**src/shared/fc_map.svh**
```systemverilog
/*
 * Offsets, field positions, reset values and timing counts for the
 * fault capture and alert block, as `define macros.
 * Assumes a 250 MHz core clock and byte addresses on the host port.
 */
`ifndef FC_MAP_SVH
`define FC_MAP_SVH

// ==========================================================
// Clock and timing
`define FC_CLK_MHZ          250
`define FC_FLASH_WR_MIN_US  700
`define FC_FLASH_WR_MAX_US  1400
`define FC_FLASH_WR_CYC     (`FC_FLASH_WR_MAX_US * `FC_CLK_MHZ)

// ==========================================================
// Record and options layout
`define FC_REC_BYTES        8'h16
`define FC_REC_BITS         176
`define FC_OPT_CAP_EN_BIT   1
`define FC_OPT_RESET        8'h00
`define FC_CAP_CTRL_LOAD    8'h01
`define FC_CAP_CTRL_STORE   8'h02
// Arbitrary value
`define FC_DEV_ADDR         7'h20

// ==========================================================
// Host register map (byte addresses)
`define FC_REG_CTRL         8'h00
`define FC_REG_CMD          8'h04
`define FC_REG_STATUS       8'h08
`define FC_REG_IRQ_STAT     8'h0C
`define FC_REG_IRQ_CLR      8'h10
`define FC_REG_IRQ_EN       8'h14
`define FC_REG_DATA         8'h40
`define FC_DATA_WORDS       23
`define FC_CTRL_AUTO_BIT    0
`define FC_IRQ_DONE_BIT     0
`define FC_IRQ_ALERT_BIT    1
`define FC_IRQ_ARA_BIT      2

`endif

```
**src/shared/fc_pkg.sv**
```systemverilog
/*
 * Types shared by both ends of the management link.
 * Assumes fc_map.svh for all numeric values.
 */
package fc_pkg;

   // ==========================================================
   // Management commands
   typedef enum logic [2:0] {
      FC_CMD_OPTIONS,
      FC_CMD_CAP_CTRL,
      FC_CMD_CAP_READ,
      FC_CMD_TELEM,
      FC_CMD_ARA
   } fc_cmd_t;

   typedef enum logic [1:0] {
      FC_D_IDLE,
      FC_D_SEND,
      FC_D_LOAD,
      FC_D_FLASH
   } fc_dev_state_t;

   typedef enum logic [1:0] {
      FC_H_IDLE,
      FC_H_REQ,
      FC_H_WAIT
   } fc_host_state_t;

endpackage

```
**src/shared/fc_mgmt_if.sv**
```systemverilog
/*
 * Management link between the host controller and the device:
 * command handshake, byte answer stream and the open-drain alert.
 * Assumes one device; a pull-up gives the released alert level.
 */
`timescale 1ns/1ps
interface fc_mgmt_if;
   logic              cmd_valid;
   logic              cmd_ready;
   fc_pkg::fc_cmd_t   cmd_code;
   logic [7:0]        cmd_data;
   logic              rsp_valid;
   logic [7:0]        rsp_byte;
   logic              rsp_last;
   logic              alert_o;
   logic              alert_oe;
   logic              fault_alert_line;

   // ==========================================================
   // Open-drain wire with pull-up
   assign fault_alert_line = alert_oe ? alert_o : 1'b1;

   modport device (
      input  cmd_valid,
      input  cmd_code,
      input  cmd_data,
      input  fault_alert_line,
      output cmd_ready,
      output rsp_valid,
      output rsp_byte,
      output rsp_last,
      output alert_o,
      output alert_oe
   );

   modport host (
      output cmd_valid,
      output cmd_code,
      output cmd_data,
      input  fault_alert_line,
      input  cmd_ready,
      input  rsp_valid,
      input  rsp_byte,
      input  rsp_last
   );
endinterface

```
**src/rtl/fc_flash_store.sv**
```systemverilog
/*
 * Non-volatile store for one capture record with a write busy time.
 * Assumes write and read pulses are never given while busy.
 */
`timescale 1ns/1ps
`include "fc_map.svh"
module fc_flash_store #(
   parameter int WR_CYC = `FC_FLASH_WR_CYC
) (
   input  wire logic                     ref_clk,
   input  wire logic                     rst_n,
   input  wire logic                     wr,
   input  wire logic                     rd,
   input  wire logic [`FC_REC_BITS-1:0]  wdata,
   output logic                          busy,
   output logic                          rd_valid,
   output logic [`FC_REC_BITS-1:0]       rdata
);
   typedef struct packed {
      logic                     busy;
      logic [18:0]              cnt;
      logic [21:0][7:0]         mem;
      logic                     rd_valid;
      logic [`FC_REC_BITS-1:0]  rdata;
   } fc_fl_st_t;

   fc_fl_st_t s;
   fc_fl_st_t next_s;

   // ==========================================================
   // Write timer; the full worst-case time is always waited
   always_comb begin
      next_s = s;
      next_s.rd_valid = 1'b0;
      if (wr && !s.busy) begin
         next_s.mem = wdata;
         next_s.busy = 1'b1;
         next_s.cnt = 19'(WR_CYC - 1);
      end else if (s.busy) begin
         if (s.cnt == 19'h0) begin
            next_s.busy = 1'b0;
         end else begin
            next_s.cnt = s.cnt - 19'h1;
         end
      end
      if (rd && !s.busy) begin
         next_s.rdata = s.mem;
         next_s.rd_valid = 1'b1;
      end
   end

   always_ff @(posedge ref_clk) begin
      if (!rst_n) begin
         s <= '0;
      end else begin
         s <= next_s;
      end
   end

   assign busy = s.busy;
   assign rd_valid = s.rd_valid;
   assign rdata = s.rdata;
endmodule

```
**src/rtl/fc_device.sv**
```systemverilog
/*
 * Device end: fault alert, alert response, telemetry reads, capture
 * record with flash store and load.
 * Assumes the host keeps cmd_valid up until cmd_ready and that the
 * telemetry and status inputs are synchronous to ref_clk.
 */
`timescale 1ns/1ps
`include "fc_map.svh"
// Behaviour
// - Options bit 1 enables capture
// - Record returned as one 22-byte block read
// - Record byte layout, reserved 31:22 unsent
// - Control value 1 loads record from flash
// - Control value 2 stores, only output disabled
// - Auto store on shutdown faults only
// - Flash write wait covers full 1400 us
// - Host loads before reading after power loss
// - Alert driven low on any fault, except one in the cycle of a response read while none is pending
// - Host answers alert with response address read
// - Alert repeats while several faults pending
// - Telemetry readable at any time; code holds commands off until a flash write ends
module fc_device #(
   parameter int FLASH_WR_CYC = `FC_FLASH_WR_CYC
) (
   input  wire logic         ref_clk,
   input  wire logic         rst_n,
   fc_mgmt_if.device         mgmt,
   input  wire logic [15:0]  vin,
   input  wire logic [15:0]  vout,
   input  wire logic [15:0]  iout_avg,
   input  wire logic [15:0]  iout_peak,
   input  wire logic [15:0]  duty,
   input  wire logic [15:0]  temp_int,
   input  wire logic [15:0]  temp_ext,
   input  wire logic [15:0]  fsw,
   input  wire logic [7:0]   vout_status,
   input  wire logic [7:0]   iout_status,
   input  wire logic [7:0]   input_status,
   input  wire logic [7:0]   temp_status,
   input  wire logic [7:0]   comm_memory_logic_status_byte,
   input  wire logic [7:0]   mfr_status,
   input  wire logic         fault_event,
   input  wire logic         fault_shutdown,
   input  wire logic         output_enabled,
   output logic              capture_en,
   output logic              record_frozen,
   output logic              flash_busy
);
   typedef struct packed {
      fc_pkg::fc_dev_state_t    state;
      logic [7:0]               options;
      logic                     frozen;
      logic                     store_pend;
      logic [`FC_REC_BITS-1:0]  rec;
      logic [183:0]             tx;
      logic [4:0]               left;
      logic [1:0]               pend;
      logic                     alert_oe;
      logic                     cmd_ready;
      logic                     rsp_valid;
      logic [7:0]               rsp_byte;
      logic                     rsp_last;
      logic                     fl_wr;
      logic                     fl_rd;
      logic                     fl_busy;
   } fc_dev_st_t;

   fc_dev_st_t               s;
   fc_dev_st_t               next_s;
   logic [`FC_REC_BITS-1:0]  live;
   logic [7:0][15:0]         tel;
   logic                     cap_on;
   logic                     take;
   logic                     ara_win;
   logic                     fault_store;
   logic                     fl_busy;
   logic                     fl_rd_valid;
   logic [`FC_REC_BITS-1:0]  fl_rdata;

   // ==========================================================
   // Live record, high byte pair first down to byte 0
   assign live = {vin, vout, iout_avg, iout_peak, duty, temp_int,
                  temp_ext, fsw, vout_status, iout_status,
                  input_status, temp_status,
                  comm_memory_logic_status_byte,
                  mfr_status};
   assign tel = live[`FC_REC_BITS-1:48];
   assign cap_on = s.options[`FC_OPT_CAP_EN_BIT];
   assign take = mgmt.cmd_valid && s.cmd_ready;
   // Retry-configured faults never reach flash
   assign fault_store = cap_on && fault_event
                        && fault_shutdown;

   fc_flash_store #(
      .WR_CYC   (FLASH_WR_CYC)
   ) u_flash (
      .ref_clk  (ref_clk),
      .rst_n    (rst_n),
      .wr       (s.fl_wr),
      .rd       (s.fl_rd),
      .wdata    (s.rec),
      .busy     (fl_busy),
      .rd_valid (fl_rd_valid),
      .rdata    (fl_rdata)
   );

   // ==========================================================
   // Command sequencer
   always_comb begin
      next_s = s;
      next_s.rsp_valid = 1'b0;
      next_s.rsp_last = 1'b0;
      next_s.rsp_byte = 8'h00;
      next_s.fl_wr = 1'b0;
      next_s.fl_rd = 1'b0;
      next_s.fl_busy = fl_busy;
      ara_win = 1'b0;
      if (cap_on && !s.frozen) begin
         next_s.rec = live;
      end
      if (fault_store) begin
         next_s.rec = live;
         next_s.frozen = 1'b1;
         next_s.store_pend = 1'b1;
      end
      case (s.state)
         fc_pkg::FC_D_IDLE: begin
            if (take) begin
               case (mgmt.cmd_code)
                  fc_pkg::FC_CMD_OPTIONS: begin
                     next_s.options = mgmt.cmd_data;
                     next_s.frozen = fault_store;
                  end
                  fc_pkg::FC_CMD_CAP_CTRL: begin
                     if (mgmt.cmd_data == `FC_CAP_CTRL_LOAD) begin
                        next_s.fl_rd = 1'b1;
                        next_s.state = fc_pkg::FC_D_LOAD;
                     end else if (mgmt.cmd_data == `FC_CAP_CTRL_STORE
                                  && !output_enabled) begin
                        next_s.store_pend = 1'b1;
                     end
                  end
                  fc_pkg::FC_CMD_CAP_READ: begin
                     // Count byte then bytes 0..21 in one burst
                     next_s.tx = {s.rec, `FC_REC_BYTES};
                     next_s.left = 5'(`FC_REC_BYTES);
                     next_s.state = fc_pkg::FC_D_SEND;
                  end
                  fc_pkg::FC_CMD_TELEM: begin
                     next_s.tx = {168'h0, tel[~mgmt.cmd_data[2:0]]};
                     next_s.left = 5'h01;
                     next_s.state = fc_pkg::FC_D_SEND;
                  end
                  fc_pkg::FC_CMD_ARA: begin
                     next_s.tx = {176'h0, `FC_DEV_ADDR, 1'b0};
                     next_s.left = 5'h00;
                     next_s.state = fc_pkg::FC_D_SEND;
                     ara_win = 1'b1;
                  end
                  default: begin
                     next_s.state = fc_pkg::FC_D_IDLE;
                  end
               endcase
            end else if (s.store_pend) begin
               next_s.fl_wr = 1'b1;
               next_s.store_pend = fault_store;
               next_s.state = fc_pkg::FC_D_FLASH;
            end
         end
         fc_pkg::FC_D_SEND: begin
            next_s.rsp_valid = 1'b1;
            next_s.rsp_byte = s.tx[7:0];
            next_s.tx = {8'h00, s.tx[183:8]};
            if (s.left == 5'h00) begin
               next_s.rsp_last = 1'b1;
               next_s.state = fc_pkg::FC_D_IDLE;
            end else begin
               next_s.left = s.left - 5'h01;
            end
         end
         fc_pkg::FC_D_LOAD: begin
            if (fl_rd_valid) begin
               next_s.rec = fl_rdata;
               next_s.frozen = 1'b1;
               next_s.state = fc_pkg::FC_D_IDLE;
            end
         end
         fc_pkg::FC_D_FLASH: begin
            // Busy rises one cycle after the write pulse
            if (!s.fl_wr && !fl_busy) begin
               next_s.state = fc_pkg::FC_D_IDLE;
            end
         end
         default: begin
            next_s.state = fc_pkg::FC_D_IDLE;
         end
      endcase

      // ========================================================
      // Alert pending count; a new fault beside a win keeps it
      if (fault_event && !ara_win && s.pend != 2'h3) begin
         next_s.pend = s.pend + 2'h1;
      end else if (ara_win && !fault_event && s.pend != 2'h0) begin
         next_s.pend = s.pend - 2'h1;
      end
      next_s.alert_oe = (next_s.pend != 2'h0);
      next_s.cmd_ready = (next_s.state == fc_pkg::FC_D_IDLE)
                         && !next_s.store_pend && !take;
   end

   always_ff @(posedge ref_clk) begin
      if (!rst_n) begin
         s <= '0;
      end else begin
         s <= next_s;
      end
   end

   assign mgmt.cmd_ready = s.cmd_ready;
   assign mgmt.rsp_valid = s.rsp_valid;
   assign mgmt.rsp_byte = s.rsp_byte;
   assign mgmt.rsp_last = s.rsp_last;
   assign mgmt.alert_o = 1'b0;
   assign mgmt.alert_oe = s.alert_oe;
   assign capture_en = s.options[`FC_OPT_CAP_EN_BIT];
   assign record_frozen = s.frozen;
   assign flash_busy = s.fl_busy;
endmodule

```
**src/flat_wrapper.sv**
```systemverilog
// flat-port wrapper written by rule: the top's interface ports become plain ports
module fc_device_flat 
#(
   parameter int FLASH_WR_CYC = `FC_FLASH_WR_CYC
)
  (ref_clk, rst_n, vin, vout, iout_avg, iout_peak, duty, temp_int, temp_ext, fsw, vout_status, iout_status, input_status, temp_status, comm_memory_logic_status_byte, mfr_status, fault_event, fault_shutdown, output_enabled, capture_en, record_frozen, flash_busy, mgmt_cmd_valid, mgmt_cmd_code, mgmt_cmd_data, mgmt_cmd_ready, mgmt_rsp_valid, mgmt_rsp_byte, mgmt_rsp_last, mgmt_alert_o, mgmt_alert_oe);
  fc_mgmt_if mgmt_i ();
  input  wire logic ref_clk;
  input  wire logic rst_n;
  input  wire logic [15:0] vin;
  input  wire logic [15:0] vout;
  input  wire logic [15:0] iout_avg;
  input  wire logic [15:0] iout_peak;
  input  wire logic [15:0] duty;
  input  wire logic [15:0] temp_int;
  input  wire logic [15:0] temp_ext;
  input  wire logic [15:0] fsw;
  input  wire logic [7:0] vout_status;
  input  wire logic [7:0] iout_status;
  input  wire logic [7:0] input_status;
  input  wire logic [7:0] temp_status;
  input  wire logic [7:0] comm_memory_logic_status_byte;
  input  wire logic [7:0] mfr_status;
  input  wire logic fault_event;
  input  wire logic fault_shutdown;
  input  wire logic output_enabled;
  output logic capture_en;
  output logic record_frozen;
  output logic flash_busy;
  input wire logic [$bits(mgmt_i.cmd_valid)-1:0] mgmt_cmd_valid;
  input wire logic [$bits(mgmt_i.cmd_code)-1:0] mgmt_cmd_code;
  input wire logic [$bits(mgmt_i.cmd_data)-1:0] mgmt_cmd_data;
  output wire logic [$bits(mgmt_i.cmd_ready)-1:0] mgmt_cmd_ready;
  output wire logic [$bits(mgmt_i.rsp_valid)-1:0] mgmt_rsp_valid;
  output wire logic [$bits(mgmt_i.rsp_byte)-1:0] mgmt_rsp_byte;
  output wire logic [$bits(mgmt_i.rsp_last)-1:0] mgmt_rsp_last;
  output wire logic [$bits(mgmt_i.alert_o)-1:0] mgmt_alert_o;
  output wire logic [$bits(mgmt_i.alert_oe)-1:0] mgmt_alert_oe;
  assign mgmt_i.cmd_valid = mgmt_cmd_valid;
  assign mgmt_i.cmd_code = mgmt_cmd_code;
  assign mgmt_i.cmd_data = mgmt_cmd_data;
  assign mgmt_cmd_ready = mgmt_i.cmd_ready;
  assign mgmt_rsp_valid = mgmt_i.rsp_valid;
  assign mgmt_rsp_byte = mgmt_i.rsp_byte;
  assign mgmt_rsp_last = mgmt_i.rsp_last;
  assign mgmt_alert_o = mgmt_i.alert_o;
  assign mgmt_alert_oe = mgmt_i.alert_oe;
  fc_device #(.FLASH_WR_CYC(FLASH_WR_CYC)) u_core (.ref_clk(ref_clk), .rst_n(rst_n), .mgmt(mgmt_i), .vin(vin), .vout(vout), .iout_avg(iout_avg), .iout_peak(iout_peak), .duty(duty), .temp_int(temp_int), .temp_ext(temp_ext), .fsw(fsw), .vout_status(vout_status), .iout_status(iout_status), .input_status(input_status), .temp_status(temp_status), .comm_memory_logic_status_byte(comm_memory_logic_status_byte), .mfr_status(mfr_status), .fault_event(fault_event), .fault_shutdown(fault_shutdown), .output_enabled(output_enabled), .capture_en(capture_en), .record_frozen(record_frozen), .flash_busy(flash_busy));
endmodule
```
**config.mk**
```make
export PLATFORM = sky130hd
export DESIGN_NAME = fc_device_flat
export DESIGN_NICKNAME = d
export VERILOG_FILES = /design/src/shared/fc_pkg.sv /design/src/shared/fc_mgmt_if.sv /design/src/rtl/fc_flash_store.sv /design/src/rtl/fc_device.sv /design/src/flat_wrapper.sv
export VERILOG_INCLUDE_DIRS = /design/src /design/src/shared
export SDC_FILE = /design/constraint.sdc
export NUM_CORES = 2
export LEC_CHECK = 0
export CORE_ASPECT_RATIO = 0.8
export CORE_MARGIN = 2
export CORE_UTILIZATION = 55
export DETAILED_ROUTE_END_ITERATION = 10
export DONT_BUFFER_PORTS = 1
export PLACE_DENSITY = 0.71
export SYNTH_ARGS = -nofsm -noshare
export SYNTH_HDL_FRONTEND = slang
export SYNTH_HIERARCHICAL = 1
export SYNTH_SLANG_ARGS = --single-unit
export TNS_END_PERCENT = 30
```
**constraint.sdc**
```tcl
create_clock -name ref_clk -period 3.7 [get_ports ref_clk]
set_input_delay 0.185 -clock ref_clk [delete_from_list [all_inputs] [get_ports ref_clk]]
set_output_delay 0.185 -clock ref_clk [all_outputs]
set_load 0.005 [all_outputs]
```
-- Word-level counts from Yosys, hierarchy flattened
Index checks and enable logic that the tools add are counted.
- output and inout bits: 16
- bits in latches: 0
- bits of input ports: 193
- memories: 0
- register bits after elaboration: 761
- memory bits (read-only): 0
- bits in writable memories: 0
- word-level logic and storage cells: 149
- muxes and demuxes: 42
- order comparisons: 1
- multiply operators: 0
- div/mod/pow operators: 0
- equal/unequal tests: 14
- shift-type cells: 0
- add/subtract/negate cells: 4
- reductions and logical operators: 41
- bitwise gates (word level): 4
- operators with widths (cell ; number):
    $pmux 189 s3 ; 1
    $mux 176 ; 3
    $pmux 189 s2 ; 1
    $mux 189 ; 1
    $mux 178 ; 1
    $mux 177 ; 1
    $bmux 16 s3 ; 1
    $mux 20 ; 2
    $logic_not 19->1 ; 1
    $mux 19 ; 1
    $sub 19x1->19 const B ; 1
    $mux 1 ; 16
    $mux 16 ; 1
    $mux 2 ; 8
    $logic_and 1x1->1 ; 14
    $mux 10 ; 1
    $eq 8x1->1 const B ; 1
    $eq 8x2->1 const B ; 1
    $logic_not 1->1 ; 8
    $pmux 2 s4 ; 1
    $reduce_and 4->1 ; 2
    $reduce_bool 2->1 ; 4
    $eq 3x2->1 const B ; 2
    $ne 2x2->1 const B ; 3
    other kinds (22) ; 30

-- Depth between registers and ports, before layout
- word-level depth: 12
- gate-level depth with buffers: 8
- gate-level depth less buffers: 6

-- By module
The synthesis kept the hierarchy.
- by module, submodules not included (module ; times used ; area an instance (um^2) ; cells an instance):
    fc_device ; 1 ; 17290.3 ; 1845
    fc_flash_store ; 1 ; 14385.0 ; 1846
    fc_device_flat ; 1 ; 6.3 ; 1

-- Worst setup path before layout
Ideal clock, no wire load.
- path type: register to register
- from: register u_core/u_flash/s[358] in the netlist's numbering
- to: register u_core/u_flash/s[369] in the netlist's numbering
- data required time: 3.626 ns
- path slack: 1.521 ns
- stages on the path, launching flop included: 6
- arrival: 2.104 ns
- setup time: 0.074 ns
- period minus slack after synthesis: 2.179 ns
- cell sequence: dfxtp_1 > or4_1 > buf_2 > or4_4 > or4_1 > a31oi_1
- word-level cells in the longest chain between the ends: 4
- elaborated cells on any way between the ends: 7
- RTL lines (what ; line ; RTL):
    start: declaration ; fc_flash_store.sv:27 ; fc_fl_st_t s;
    start signal: assignment ; fc_flash_store.sv:56 ; s <= next_s;
    $sub 19x1->19 ; fc_flash_store.sv:43 ; next_s.cnt = s.cnt - 19'h1;
    $mux 19 ; fc_flash_store.sv:40 ; if (s.cnt == 19'h0) begin
    $mux 20 ; fc_flash_store.sv:39 ; end else if (s.busy) begin
    $mux 20 ; fc_flash_store.sv:35 ; if (wr && !s.busy) begin
Parallel ways exist; a longest one is shown, timed or not. The select of a mux whose other input is x is not followed.
A chain may end at the register's enable or synchronous reset.

-- Worst setup path in the final report
- from: register u_core/s[392] in the netlist's numbering
- to: register u_core.s, in the netlist u_core/mgmt.alert_oe
- word-level cells in the longest chain between the ends: 7
- elaborated cells on any way between the ends: 10
- RTL lines (what ; line ; RTL):
    start: declaration ; fc_device.sv:68 ; fc_dev_st_t s;
    start signal: assignment ; fc_device.sv:215 ; s <= next_s;
    $logic_not 2->1 * ; fc_device.sv:126 ; case (s.state)
    $mux 1 * ; fc_device.sv:126 ;
    $logic_and 1x1->1 / $logic_not 1->1 (equally long branches) ; fc_device.sv:203, fc_device.sv:201 ;
    $logic_and 1x1->1, on equally long branches ; fc_device.sv:203, fc_device.sv:201 ;
    $mux 2 / $logic_and 1x1->1 (equally long branches) ; fc_device.sv:203, fc_device.sv:201 ;
    $mux 2 * ; fc_device.sv:201 ; if (fault_event && !ara_win && s.pend != 2'h3) begin
    $reduce_bool 2->1 * ; fc_device.sv:206 ; next_s.alert_oe = (next_s.pend != 2'h0);
Mark *: on every way between the ends. The rest lies on a longest branch, timed or not.

==> metrics <==
outcome=completed; GRT overflow=0; Avg Cell Area, Syn=~8.6 sq um; hold_ws=0.0347 ns; postcts setup bufs=0; Final period util=67.2%; Max Cap Viol=0; largest net degree at the start of global routing=around 190; Layout area overhead=10.6%; most frequent cells in the layout=dfxtp_1 (760), nand2_1 (730), a21oi_1 (551), nor2_1 (196), dlygate4sd3_1 (192); RSZ-0062 raised after global routing=false; WP depth=5; via count=27400; Setup Skew=0.0234 ns; PD cells=475 nW/um^2; clk_lat worst skew=approximately 0.63 ns; Final Setup Violations=0; setup TNS=0 ns; first-pass GRT wire length=149000 um; Buf/Inv on CP=2; crit start category=flip-flop; layout cell share with drive strength beyond 1=6.19%; final hold vios=0; cell mode on critical path=dlygate4sd3_1; gr usage total=a little under a third; htree depth=3; HPWL Detailed=58300 um; CP max stage delay=0.58 ns; port bufs=0; Post-Syn Nets=3890; Max FO, Critical Path=14; slew margin rel.=between 15 and 20%; CTS clock-pin slew for the worst setup and hold paths=about 0.060 ns; slowest CP cell=dlygate4sd3_1; total die area=a little under 60000 sq um; Initial Util=55.8%; Max Root-Sink Buffers=3; CP cell instances=and4bb_4 > nand3_1 > dlygate4sd3_1 > o2111a_1 > dlygate4sd3_1; Crit. End Element=flip-flop; clock sink count=760; Clock Tree Root=clkbuf_16; Boundary Pins=209; Pleak=11.4 nW; Pre-Repair DR Iteration Count=6; Slew @ Worst Pin=1.25 ns; hold depth=3; Peak VDD IR=0.000288 V; nets=3698; die height=219 um; Routability Congestion=0.849; WP data arrival=3.00 ns; drt wl/cell=22.6 um; YS warnings=6; Routed Antenna Nets=0; cell area after synthesis=31700 sq um; Hold WC Path Type=primary input to flip-flop; fin. max-slew vios=0; most common cell after layout, fill and taps aside=dfxtp_1; f_max=402 MHz; CTS tree=yes; Worst path top cell family by delay=buffers and inverters; final wirelength=around 100000 um; Residual DRC=0; antenna violations before repair=20; Avg Vias per Cell=6.31; WS Path Type=flip-flop to flip-flop; CTS buffer count=75; DRT iter0 DRCs=3226; number of global-route vias before repair=25500; CP Data Required Time=between 4 and 5 ns; # rows=78; fin crit period=2.49 ns; R2R depth=5; Mapped Cells=3691; core area=56800 sq um; Die Width=around 270 um; post_cts resized=0
## tightest hold or removal path, stage by stage
cell     delay (ns)
mux4_2         0.24
a22oi_1        0.07
a21oi_1        0.13
## final timing paths
path | startpoint | endpoint | slack (ns)
setup / recovery | u_core/s[392]$_SDFF_PN0_ | u_core/mgmt.alert_oe$_SDFF_PN0_ | 1.21
hold / removal | vin[5] | u_core/s[27]$_SDFFE_PN0P_ | 0.03
setup reg to reg | u_core/s[392]$_SDFF_PN0_ | u_core/mgmt.alert_oe$_SDFF_PN0_ | 1.21
hold reg to reg | u_core/u_flash/s[197]$_SDFFE_PN0P_ | u_core/u_flash/rdata[20]$_SDFFE_PN0P_ | 0.45
## sequential cells by signal, summed over array words and instances, names as in the netlist
register / cells
u_core/u_flash/rdata: 176
u_core/mgmt.alert_oe: 1
u_core/u_flash/s: 195
u_core/mgmt.rsp_valid: 1
u_core/mgmt.rsp_byte: 8
u_core/capture_en: 1
u_core/mgmt.rsp_last: 1
u_core/u_flash/rd_valid: 1
u_core/record_frozen: 1
u_core/u_flash/busy: 1
u_core/mgmt.cmd_ready: 1
u_core/s: 372
u_core/flash_busy: 1
## through the flow
step                power [mW]  std cells  setup WS, ns  utilization (%)  area (sq um)
floorplan                 8.86       3691          1.52                -         31700
global placement          8.99       3989          1.38             53.9         30600
detailed placement        9.00       3989          1.35             53.9         30600
CTS                       16.7       4314          1.23             61.5         35000
global route              17.1       4321          1.11             61.6         35000
finish                    16.6       4345          1.21             61.7         35000
## layer usage
layer	global-route usage [%]	share of wire [%]
met5	0	0.054
met4	15.8	5.2
met3	8.02	10
met2	48.8	44
met1	41.8	40
## power by group
| group | internal [mW] | total (mW) | switching (mW) |
|---|---|---|---|
| Sequential | 8.22 | 8.26 | 0.0360 |
| Clock | 4.32 | 7.58 | 3.26 |
| Combinational | 0.314 | 0.796 | 0.483 |
## area by class of cell
type                    count  area (sq um)
diodes                     31          77.6
clock buffers             107          2140
clock inverters            25           273
fillers                  4652         21800
inverters                  15          71.3
multi-input cells        2406         13700
flip-flops and latches    760         15200
well taps                 760           951
repair buffers            241          2600
## repair_timing
action	CTS	global route
endpoints found under the hold margin	223	0
hold buffers	193	0
endpoints found under the setup margin	0	0
No activity file was read; power rests on OpenSTA's default activity.
